$ cat src/hdl/qfcs_map.vh
`ifndef QFCS_MAP_VH
`define QFCS_MAP_VH

// Register selectors on the command port
`define QFCS_SEL_FREQ_COND   4'h0
`define QFCS_SEL_FREQ_RISE   4'h1
`define QFCS_SEL_FREQ_FALL   4'h2
`define QFCS_SEL_FREQ_EVENT  4'h3
`define QFCS_SEL_FREQ_MASK   4'h4
`define QFCS_SEL_CAL_COND    4'h5
`define QFCS_SEL_CAL_RISE    4'h6
`define QFCS_SEL_CAL_FALL    4'h7
`define QFCS_SEL_CAL_EVENT   4'h8
`define QFCS_SEL_CAL_MASK    4'h9

// Condition bit positions
`define QFCS_FREQ_SYNTH_BIT  0
`define QFCS_FREQ_REF10_BIT  1
`define QFCS_FREQ_CLIP_BIT   2
`define QFCS_CAL_DC_COUPLED_FM_BIT    0
`define QFCS_CAL_IQ_BIT      1

// Summary positions in the parent questionable word
`define QFCS_SUM_FREQ_BIT    5
`define QFCS_SUM_CAL_BIT     8

// Reset values
`define QFCS_RST_FILTER      16'h0000
`define QFCS_RST_MASK        16'h0000
`define QFCS_RST_EVENT       16'h0000

`endif

$ cat src/hdl/qfcs_status.v
`timescale 1ns/1ps
`default_nettype none
`include "qfcs_map.vh"

// Function
// - Freq bit0 follows synthesizer unlock
// - Freq bit1 follows 10 MHz ref unlock
// - Freq bit2 follows 1 GHz ref unlock
// - Unused condition bits read zero
// - Condition registers live, read-only, writes ignored
// - Bits absent from variant read zero in condition and event registers; filters and masks keep all written bits
// - Readback is binary weighted value
// - Rise filter bit catches 0-to-1 change
// - Fall filter bit catches 1-to-0 change
// - Event bits hold until read
// - Event read returns contents then clears
// - Freq summary is OR of enabled events
// - Cal summary goes to parent bit 8
// - Cal bit0 flags dc-coupled FM cal failure
// - Cal bit1 flags I/Q cal failure
// - Enable read returns last written mask
// - Cal events latch and clear on read
// - Cal summary is OR of enabled events
module qfcs_status #(
    parameter [15:0] FREQ_PRESENT = 16'h0007,
    parameter [15:0] CAL_PRESENT  = 16'h0003,
    parameter [15:0] RST_FILTER   = `QFCS_RST_FILTER,
    parameter [15:0] RST_MASK     = `QFCS_RST_MASK
) (
    // Clock and reset
    input  wire        CLK_SYS,
    input  wire        RESET_N,
    // Monitored status pins
    input  wire        SYNTH_UNLOCK,
    input  wire        REF10_UNLOCK,
    input  wire        REF1G_UNLOCK,
    input  wire        DC_COUPLED_FM_CAL_FAIL,
    input  wire        IQ_CAL_FAIL,
    // Register command port
    input  wire        REG_WR,
    input  wire        REG_RD,
    input  wire [3:0]  REG_SEL,
    input  wire [15:0] REG_WDATA,
    output reg  [15:0] REG_RDATA,
    output reg         REG_RVALID,
    // Summaries and validity
    output wire [15:0] QUES_SUMMARY,
    output wire        OUTPUT_INVALID
);

    // Pin synchronisers, idle low so reset makes no false edge
    wire        synth_unlock_lvl;
    wire        ref10_unlock_lvl;
    wire        ref1g_unlock_lvl;
    wire        dc_coupled_fm_fail_lvl;
    wire        iq_cal_fail_lvl;

    qfcs_sync #(
        .RST_LEVEL (1'b0)
    ) u_sync_synth (
        .clk    (CLK_SYS),
        .rst_n  (RESET_N),
        .pin_in (SYNTH_UNLOCK),
        .level  (synth_unlock_lvl)
    );

    qfcs_sync #(
        .RST_LEVEL (1'b0)
    ) u_sync_ref10 (
        .clk    (CLK_SYS),
        .rst_n  (RESET_N),
        .pin_in (REF10_UNLOCK),
        .level  (ref10_unlock_lvl)
    );

    qfcs_sync #(
        .RST_LEVEL (1'b0)
    ) u_sync_ref1g (
        .clk    (CLK_SYS),
        .rst_n  (RESET_N),
        .pin_in (REF1G_UNLOCK),
        .level  (ref1g_unlock_lvl)
    );

    qfcs_sync #(
        .RST_LEVEL (1'b0)
    ) u_sync_dc_fm (
        .clk    (CLK_SYS),
        .rst_n  (RESET_N),
        .pin_in (DC_COUPLED_FM_CAL_FAIL),
        .level  (dc_coupled_fm_fail_lvl)
    );

    qfcs_sync #(
        .RST_LEVEL (1'b0)
    ) u_sync_iq (
        .clk    (CLK_SYS),
        .rst_n  (RESET_N),
        .pin_in (IQ_CAL_FAIL),
        .level  (iq_cal_fail_lvl)
    );

    // Condition words
    reg  [15:0] freq_cond;
    reg  [15:0] cal_cond;

    always @* begin
        freq_cond = 16'h0000;
        freq_cond[`QFCS_FREQ_SYNTH_BIT] = synth_unlock_lvl;
        freq_cond[`QFCS_FREQ_REF10_BIT] = ref10_unlock_lvl;
        freq_cond[`QFCS_FREQ_CLIP_BIT]  = ref1g_unlock_lvl;
        freq_cond = freq_cond & FREQ_PRESENT & 16'h0007;
        cal_cond  = 16'h0000;
        cal_cond[`QFCS_CAL_DC_COUPLED_FM_BIT] = dc_coupled_fm_fail_lvl;
        cal_cond[`QFCS_CAL_IQ_BIT]   = iq_cal_fail_lvl;
        cal_cond = cal_cond & CAL_PRESENT & 16'h0003;
    end

    // Command decode, reads win; condition and event get no write strobe, event gets a clearing read strobe
    wire        wr_ok;
    wire        wr_freq_rise;
    wire        wr_freq_fall;
    wire        wr_freq_mask;
    wire        wr_cal_rise;
    wire        wr_cal_fall;
    wire        wr_cal_mask;
    wire        rd_freq_ev;
    wire        rd_cal_ev;

    assign wr_ok        = REG_WR & ~REG_RD;
    assign wr_freq_rise = wr_ok & (REG_SEL == `QFCS_SEL_FREQ_RISE);
    assign wr_freq_fall = wr_ok & (REG_SEL == `QFCS_SEL_FREQ_FALL);
    assign wr_freq_mask = wr_ok & (REG_SEL == `QFCS_SEL_FREQ_MASK);
    assign wr_cal_rise  = wr_ok & (REG_SEL == `QFCS_SEL_CAL_RISE);
    assign wr_cal_fall  = wr_ok & (REG_SEL == `QFCS_SEL_CAL_FALL);
    assign wr_cal_mask  = wr_ok & (REG_SEL == `QFCS_SEL_CAL_MASK);
    assign rd_freq_ev   = REG_RD & (REG_SEL == `QFCS_SEL_FREQ_EVENT);
    assign rd_cal_ev    = REG_RD & (REG_SEL == `QFCS_SEL_CAL_EVENT);

    // Per-group registers and summaries
    wire [15:0] freq_rise_filter;
    wire [15:0] freq_fall_filter;
    wire [15:0] freq_event_mask;
    wire [15:0] freq_event_latch;
    wire        freq_sum;
    wire [15:0] cal_rise_filter;
    wire [15:0] cal_fall_filter;
    wire [15:0] cal_event_mask;
    wire [15:0] cal_event_latch;
    wire        cal_sum;

    qfcs_group #(
        .WIDTH      (16),
        .PRESENT    (FREQ_PRESENT),
        .RST_FILTER (RST_FILTER),
        .RST_MASK   (RST_MASK),
        .RST_EVENT  (`QFCS_RST_EVENT)
    ) u_group_freq (
        .clk         (CLK_SYS),
        .rst_n       (RESET_N),
        .cond_in     (freq_cond),
        .wr_rise     (wr_freq_rise),
        .wr_fall     (wr_freq_fall),
        .wr_mask     (wr_freq_mask),
        .wdata       (REG_WDATA),
        .rd_event    (rd_freq_ev),
        .rise_filter (freq_rise_filter),
        .fall_filter (freq_fall_filter),
        .event_mask  (freq_event_mask),
        .event_latch (freq_event_latch),
        .summary     (freq_sum)
    );

    qfcs_group #(
        .WIDTH      (16),
        .PRESENT    (CAL_PRESENT),
        .RST_FILTER (RST_FILTER),
        .RST_MASK   (RST_MASK),
        .RST_EVENT  (`QFCS_RST_EVENT)
    ) u_group_cal (
        .clk         (CLK_SYS),
        .rst_n       (RESET_N),
        .cond_in     (cal_cond),
        .wr_rise     (wr_cal_rise),
        .wr_fall     (wr_cal_fall),
        .wr_mask     (wr_cal_mask),
        .wdata       (REG_WDATA),
        .rd_event    (rd_cal_ev),
        .rise_filter (cal_rise_filter),
        .fall_filter (cal_fall_filter),
        .event_mask  (cal_event_mask),
        .event_latch (cal_event_latch),
        .summary     (cal_sum)
    );

    // Read mux, binary weighted word
    reg [15:0] rd_mux;

    always @* begin
        case (REG_SEL)
            `QFCS_SEL_FREQ_COND:  rd_mux = freq_cond;
            `QFCS_SEL_FREQ_RISE:  rd_mux = freq_rise_filter;
            `QFCS_SEL_FREQ_FALL:  rd_mux = freq_fall_filter;
            `QFCS_SEL_FREQ_EVENT: rd_mux = freq_event_latch;
            `QFCS_SEL_FREQ_MASK:  rd_mux = freq_event_mask;
            `QFCS_SEL_CAL_COND:   rd_mux = cal_cond;
            `QFCS_SEL_CAL_RISE:   rd_mux = cal_rise_filter;
            `QFCS_SEL_CAL_FALL:   rd_mux = cal_fall_filter;
            `QFCS_SEL_CAL_EVENT:  rd_mux = cal_event_latch;
            `QFCS_SEL_CAL_MASK:   rd_mux = cal_event_mask;
            default:              rd_mux = 16'h0000;
        endcase
    end

    always @(posedge CLK_SYS or negedge RESET_N) begin
        if (!RESET_N) begin
            REG_RDATA  <= 16'h0000;
            REG_RVALID <= 1'b0;
        end else begin
            REG_RVALID <= REG_RD;
            if (REG_RD) begin
                REG_RDATA <= rd_mux;
            end
        end
    end

    // Summaries into the parent word
    assign QUES_SUMMARY = ({15'h0000, freq_sum} << `QFCS_SUM_FREQ_BIT)
                        | ({15'h0000, cal_sum} << `QFCS_SUM_CAL_BIT);
    assign OUTPUT_INVALID = cal_cond[`QFCS_CAL_DC_COUPLED_FM_BIT];

endmodule // qfcs_status

// Three-flop pin synchroniser with two-stage agreement
module qfcs_sync #(
    parameter [0:0] RST_LEVEL = 1'b0
) (
    // Clock and reset
    input  wire clk,
    input  wire rst_n,
    // Raw pin and settled level
    input  wire pin_in,
    output wire level
);

    reg stage1_r;
    reg stage2_r;
    reg stage3_r;
    reg level_r;

    always @(posedge clk or negedge rst_n) begin
        if (!rst_n) begin
            stage1_r <= RST_LEVEL;
            stage2_r <= RST_LEVEL;
            stage3_r <= RST_LEVEL;
            level_r  <= RST_LEVEL;
        end else begin
            stage1_r <= pin_in;
            stage2_r <= stage1_r;
            stage3_r <= stage2_r;
            // Accept a change once stages two and three agree
            if (stage2_r == stage3_r) begin
                level_r <= stage3_r;
            end
        end
    end

    assign level = level_r;

endmodule // qfcs_sync

// One status group: edge filters, event latch, enable mask, summary
module qfcs_group #(
    parameter             WIDTH      = 16,
    parameter [WIDTH-1:0] PRESENT    = {WIDTH{1'b1}},
    parameter [WIDTH-1:0] RST_FILTER = {WIDTH{1'b0}},
    parameter [WIDTH-1:0] RST_MASK   = {WIDTH{1'b0}},
    parameter [WIDTH-1:0] RST_EVENT  = {WIDTH{1'b0}}
) (
    // Clock and reset
    input  wire             clk,
    input  wire             rst_n,
    // Live condition word
    input  wire [WIDTH-1:0] cond_in,
    // Register writes and clearing read
    input  wire             wr_rise,
    input  wire             wr_fall,
    input  wire             wr_mask,
    input  wire [WIDTH-1:0] wdata,
    input  wire             rd_event,
    // Register contents and summary
    output wire [WIDTH-1:0] rise_filter,
    output wire [WIDTH-1:0] fall_filter,
    output wire [WIDTH-1:0] event_mask,
    output wire [WIDTH-1:0] event_latch,
    output wire             summary
);

    reg  [WIDTH-1:0] prev_r;
    reg  [WIDTH-1:0] rise_filter_r;
    reg  [WIDTH-1:0] fall_filter_r;
    reg  [WIDTH-1:0] event_mask_r;
    reg  [WIDTH-1:0] event_latch_r;
    wire [WIDTH-1:0] rise_hit;
    wire [WIDTH-1:0] fall_hit;
    wire [WIDTH-1:0] kept;
    wire [WIDTH-1:0] event_nxt;

    assign rise_hit  = cond_in & ~prev_r & rise_filter_r;
    assign fall_hit  = ~cond_in & prev_r & fall_filter_r;
    assign kept      = rd_event ? {WIDTH{1'b0}} : event_latch_r;
    // Set wins over a clearing read in the same cycle
    assign event_nxt = (kept | rise_hit | fall_hit) & PRESENT;

    always @(posedge clk or negedge rst_n) begin
        if (!rst_n) begin
            prev_r        <= {WIDTH{1'b0}};
            event_latch_r <= RST_EVENT;
        end else begin
            prev_r        <= cond_in;
            event_latch_r <= event_nxt;
        end
    end

    always @(posedge clk or negedge rst_n) begin
        if (!rst_n) begin
            rise_filter_r <= RST_FILTER;
            fall_filter_r <= RST_FILTER;
            event_mask_r  <= RST_MASK;
        end else begin
            if (wr_rise) begin
                rise_filter_r <= wdata;
            end
            if (wr_fall) begin
                fall_filter_r <= wdata;
            end
            if (wr_mask) begin
                event_mask_r <= wdata;
            end
        end
    end

    assign rise_filter = rise_filter_r;
    assign fall_filter = fall_filter_r;
    assign event_mask  = event_mask_r;
    assign event_latch = event_latch_r;
    assign summary     = |(event_latch_r & event_mask_r);

endmodule // qfcs_group

`default_nettype wire

$ cat config.mk
export PLATFORM = sky130hd
export DESIGN_NAME = qfcs_status
export DESIGN_NICKNAME = d
export VERILOG_FILES = /design/src/hdl/qfcs_status.v
export VERILOG_INCLUDE_DIRS = /design/src /design/src/hdl
export SDC_FILE = /design/constraint.sdc
export NUM_CORES = 1
export LEC_CHECK = 0
export BUFFER_PORTS_ARGS = -buffer_cell sky130_fd_sc_hd__buf_2
export CORE_ASPECT_RATIO = 0.6
export CORE_MARGIN = 8
export CORE_UTILIZATION = 53
export DETAILED_ROUTE_END_ITERATION = 10
export PLACE_DENSITY_LB_ADDON = 0.05
export SKIP_LAST_GASP = 1
export SLEW_MARGIN = 5
export SYNTH_ARGS = -nofsm -noshare
export SYNTH_HDL_FRONTEND = slang
export SYNTH_SLANG_ARGS = --single-unit
$ cat constraint.sdc
create_clock -name CLK_SYS -period 1.2 [get_ports CLK_SYS]
set_clock_uncertainty 0.05 [all_clocks]
set_input_delay 0.18 -clock CLK_SYS [delete_from_list [all_inputs] [get_ports CLK_SYS]]
set_output_delay 0.18 -clock CLK_SYS [all_outputs]
set_load 0.1 [all_outputs]
==> Word level (Yosys, flattened, before mapping) <==
Cells that the tools add are included.
{ "classes": {"n_eq_ne": 14, "n_mux": 3, "bitwise": 29, "reduce_logical": 3} }
{ "op_table": {"columns": ["cell", "n"], "rows": [
  ["$pmux W16 S10", 1],
  ["$reduce_or A16 Y1", 2],
  ["$and A2 B16 Y16", 1],
  ["$and A3 B16 Y16", 1],
  ["$eq A4 B3 Y1 const B", 4],
  ["$and A3 B3 Y3", 4],
  ["$and A1 B1 Y1", 9],
  ["$or A6 B9 Y9", 1],
  ["$and A2 B2 Y2", 4],
  ["$eq A4 B2 Y1 const B", 2],
  ["$eq A4 B4 Y1 const B", 2],
  ["$not A3 Y3", 2],
  ["$or A3 B3 Y3", 2],
  ["$eq A1 B1 Y1", 5],
  ["$eq A4 B1 Y1 const B", 1],
  ["$logic_not A4 Y1", 1],
  ["$not A2 Y2", 2],
  ["$or A2 B2 Y2", 2],
  ["$mux W3", 1],
  ["$mux W2", 1],
  ["$not A1 Y1", 1]
]} }
{ "totals": {"ff_bits": 143, "in_bits": 29, "out_inout_bits": 34, "wordCells": 81} }

==> Logic depth before layout (Yosys ltp) <==
{ "depth": {"ltp_word": 5, "depth_mapped": 7, "mapped_depth_nobuf": 4} }

==> By module <==
A second synthesis with hierarchy kept.
{ "hier_totals": {"hier_cells": 516, "area_unflattened_um2": 7026.7} }
{ "by_module_without_submodules": {"columns": ["mod", "instances", "cells_per_inst", "area_per_inst_um2", "seq_area_each_um2"], "rows": [
  ["qfcs_group at u_group_freq", 1, 136, 2287.2, 1351.3],
  ["qfcs_group at u_group_cal", 1, 130, 2214.6, 1301.2],
  ["qfcs_status", 1, 225, 1968.1, 425.4],
  ["qfcs_sync", 5, 5, 111.4, 100.1]
]} }

==> Least setup slack after synthesis <==
Ideal clock, no wire load.
{ "synth_path": {"kind": "register to register", "from": "register u_sync_dc_fm.level_r, in the netlist u_sync_dc_fm.level", "to": "register REG_RDATA[0]", "t_arrival_ps": 1567, "t_required_ps": 1067, "setup_slack_ps": -500, "path_stages_with_launch": 5, "path_buffers": 0, "period_less_slack_ps": 1700, "cell_sequence": "dfrtp_1 -> mux2_2 -> a22oi_1 -> o21a_1 -> o22ai_1"} }
{ "synth_between": {"elab_chain_cells": 1} }
{ "synth_lines": {"columns": ["item", "line", "source"], "rows": [
  ["from (decl)", "qfcs_status.v:249", "reg level_r;"],
  ["from (signal assigned)", "qfcs_status.v:263", "level_r <= stage3_r;"],
  ["$pmux W16 S10", "qfcs_status.v:200", "case (REG_SEL)"],
  ["to (signal assigned)", "qfcs_status.v:222", "REG_RDATA <= rd_mux;"],
  ["to (decl)", "qfcs_status.v:44", "output reg [15:0] REG_RDATA,"]
]} }
No other way between the ends.
A chain may end at the register's enable or synchronous reset.

==> Worst setup path after layout <==
{ "layout_path": {"from": "register u_group_freq.event_latch_r[0], in the netlist u_group_freq.event_latch[0]", "to": "output port QUES_SUMMARY[5]"} }
{ "layout_between": {"elab_chain_cells": 3} }
{ "layout_lines": {"columns": ["item", "line", "source"], "rows": [
  ["from (decl)", "qfcs_status.v:303", "reg [WIDTH-1:0] event_latch_r;"],
  ["from (signal assigned)", "qfcs_status.v:321", "event_latch_r <= event_nxt;"],
  ["$and A3 B16 Y16", "qfcs_status.v:347", "assign summary = |(event_latch_r & event_mask_r);"],
  ["$reduce_or A16 Y1", "qfcs_status.v:347", null],
  ["$or A6 B9 Y9", "qfcs_status.v:228", "assign QUES_SUMMARY = ({15'h0000, freq_sum} << `QFCS_SUM_FREQ_BIT)"],
  ["to (decl)", "qfcs_status.v:47", "output wire [15:0] QUES_SUMMARY,"]
]} }
No other way between the ends.

==> flow_summary.json <==
{
  "clockPowerShare": 0.349,
  "internal_power_w": 0.009927,
  "num_io_pins": 63,
  "die_w_um": 155.3,
  "cts_made_buffers": 17,
  "antenna_found_initial": 0,
  "grtUsageMet1": 0.2964,
  "max_freq_mhz": 595.2,
  "switching_power_w": 0.004062,
  "fp-row-count": 30,
  "worstSetupEndpointType": "output port",
  "route.detailed.wl_per_inst_um": 20.75,
  "dp_hpwl_um": 10160,
  "setup_slack_ns": -0.4800,
  "io_buffers": 48,
  "crit_fanout": 3,
  "vias": 4258,
  "async_reset_ff_frac": 1.000,
  "viasPerCell": 5.739,
  "gr-total-overflow": 0,
  "gp_congestion": 0.8234,
  "synthTopCellsByArea": "dfrtp_1 (58%), mux2_2 (15%), a222oi_1 (4.5%)",
  "rrSetupSlack_ns": -0.20,
  "critPathTopFamily": "flip-flops",
  "clockRootBuffer": "clkbuf_16",
  "placed_area_um2": 7388,
  "hold_end": "u_group_cal.rise_filter[13]",
  "min_period_over_period": 1.400,
  "status": "finished with violations",
  "antenna_cells": 0,
  "hold_class": "in2reg",
  "layout.nets": 598,
  "synth_most_common_cell": "dfrtp_1",
  "p_per_area_nw_per_um2": 1696,
  "r2r-start": "u_group_cal.fall_filter[1]",
  "die_area_um2": 15470,
  "design_area_um2": 8250,
  "synthDominantCellAreaShare": 0.5795,
  "ys_ff_latch": 143,
  "worstSetupPathType": "reg2out",
  "postRouteAntennaNets": 0,
  "yosysWarningCount": 0,
  "switching_share": 0.2904,
  "cap_violations": 0,
  "r2r_cells": 4,
  "final_util": 0.7278,
  "violations": "setup timing",
  "synth_top_cell_by_area": "dfrtp_1",
  "met2_usage": 0.2847,
  "drt_iter0_drc": 396,
  "grt_usage": 0.2017,
  "drcViolationCount": 0,
  "cpMaxStageDelayCell": "dfrtp_1",
  "slew_violations": 0,
  "first_pass_iters": 7,
  "rsz0062_at_grt": "true",
  "max_stage_delay_ns": 0.39,
  "grt_pass1_wl_um": 23980,
  "ir_drop_mv": 1.196,
  "r2r_end": "REG_RDATA[1]",
  "initial_core_util": 0.5447,
  "clock-sinks": 143,
  "first_global_vias": 4299,
  "arrival_ns": 1.45,
  "cts_tree": "yes",
  "clockBufferDepth": 2,
  "path_clk_slew_ns": 0.06,
  "pwr-share-comb": 0.212,
  "drive_gt1_frac": 0.4811,
  "syn_area_um2": 6175,
  "p_seq_frac": 0.439,
  "die_h_um": 99.61,
  "grt_max_degree": 37,
  "syn_inst": 440,
  "use_met3": 0.05541,
  "avgSynthCellArea_um2": 14.03,
  "top_usage_layer": "met1",
  "final.setup.tns_ns": -2.145,
  "setup_violations": 30,
  "fin_crit_ns": 1.680,
  "worstPathRequired_ns": 0.97,
  "htree_levels": 4,
  "core_um2": 11340,
  "whs_path_depth": 2,
  "seq_area_frac_synth": 0.5795,
  "synth_edf_count": 0,
  "hp-start": "REG_WDATA[13]",
  "area_growth_pct": 33.62,
  "hold_violations": 0,
  "dpl_worst_slack_ns": -0.5268,
  "crit_chain": "a222oi_1 > inv_1 > buf_12",
  "yosysUniqueCellTypes": 46,
  "path_buf_inv": 2,
  "power.leakage_nw": 3.817,
  "clk_latency_ns": 0.42,
  "postRouteWirelength_um": 15400,
  "cp-start-kind": "flop",
  "ys.flop_type": "dfrtp_1",
  "netlist_top_cells_count": "dfrtp_1 (143), mux2_2 (83), a222oi_1 (28)"
}
-- per-stage QoR --
stage / power, W / instances / hold WS [ns]
6_report: 0.01399 / 742 / 0.02916
5_1_grt: 0.01451 / 742 / 0.02868
4_1_cts: 0.01396 / 734 / 0.02149
3_5_place_dp: 0.008925 / 690 / 0.03557
3_3_place_gp: 0.008831 / 690 / 0.03444
2_1_floorplan: 0.007897 / 453 / -0.1656
-- metal layers --
metal | wire length [um] | part of all wire
met3 | 1139 | 0.074
met2 | 6619 | 0.43
met4 | 129 | 0.0084
met1 | 7507 | 0.49
met5 | 0 | 0
-- area by class of cell --
cell class / count / area, um^2
multi-input cells: 250 / 2414
repair buffers: 138 / 1440
clock buffers: 21 / 450.4
fillers: 783 / 3085
flip-flops and latches: 143 / 3582
inverters: 19 / 71.32
clock inverters: 11 / 92.59
well taps: 160 / 200.2
-- power groups by stage --
stage	registers, W	logic [W]	clock network [W]
after floorplan	0.00638	0.00151	0
after global routing	0.00622	0.00314	0.00515
after global placement	0.00616	0.00267	0
final	0.00614	0.00297	0.00488
after CTS	0.00612	0.00292	0.00492
after detailed placement	0.00619	0.00274	0
-- cells in the final DEF (no fill, tap or decap), types with 4 or more instances in the layout --
cell           count
a21o_1            14
a222oi_1          28
buf_12            31
buf_2             23
buf_4             66
buf_6             11
clkbuf_16         18
clkinv_2           6
conb_1            14
dfrtp_1          140
dlygate4sd3_1      6
inv_1             19
maj3_1             4
mux2_2            74
mux2_4            21
nand2_1           10
nand2_2            4
nand3b_1          12
nor2_1             4
o21ai_1           14
-- how the worst max path moves through the flow --
stage                                startpoint                           to  slack (ns)  cells after the start
floorplan                            REG_SEL[3]  u_group_cal.fall_filter[10]       -0.31                      7
global placement                     REG_SEL[0]                 REG_RDATA[4]       -0.46                      7
detailed placement                   REG_SEL[0]                REG_RDATA[15]       -0.53                      7
CTS                 u_group_freq.event_latch[0]              QUES_SUMMARY[5]       -0.57                      4
global route        u_group_freq.event_latch[0]              QUES_SUMMARY[5]       -0.57                      3
finish              u_group_freq.event_latch[0]              QUES_SUMMARY[5]       -0.48                      3
-- flip-flops by register name, indices dropped and copies added, names as in the netlist, 16 cells and up --
signal                    cells
REG_RDATA                    16
u_group_cal.event_mask       16
u_group_cal.fall_filter      16
u_group_cal.rise_filter      16
u_group_freq.event_mask      16
u_group_freq.fall_filter     16
u_group_freq.rise_filter     16
-- kinds of logic (layout without fill, tap and decap cells) --
kind of cell / after synthesis / after routing / share of synthesized area
AO/OA/AOI/OAI: 79 / 79 / 0.1025
adder cells (fa/ha/maj): 5 / 5 / 0.008106
buffers and inverters: 61 / 189 / 0.05917
flip-flops: 143 / 143 / 0.5795
multiplexers: 100 / 100 / 0.1880
other: 1 / 14 / 0.0006073
AND/OR/NAND/NOR: 51 / 52 / 0.06201
-- repair_timing --
| action | 4_1_cts | 5_1_grt |
|---|---|---|
| hold buffers | 6 | 0 |
| gates resized for setup | 22 | 19 |
| gates cloned | 0 | 2 |
| setup buffers | 8 | 8 |
| endpoints found under the hold margin | 148 | 0 |
| pin swaps | 10 | 19 |
| setup endpoints to repair | 39 | 87 |
Power figures use the tool's default switching activity.
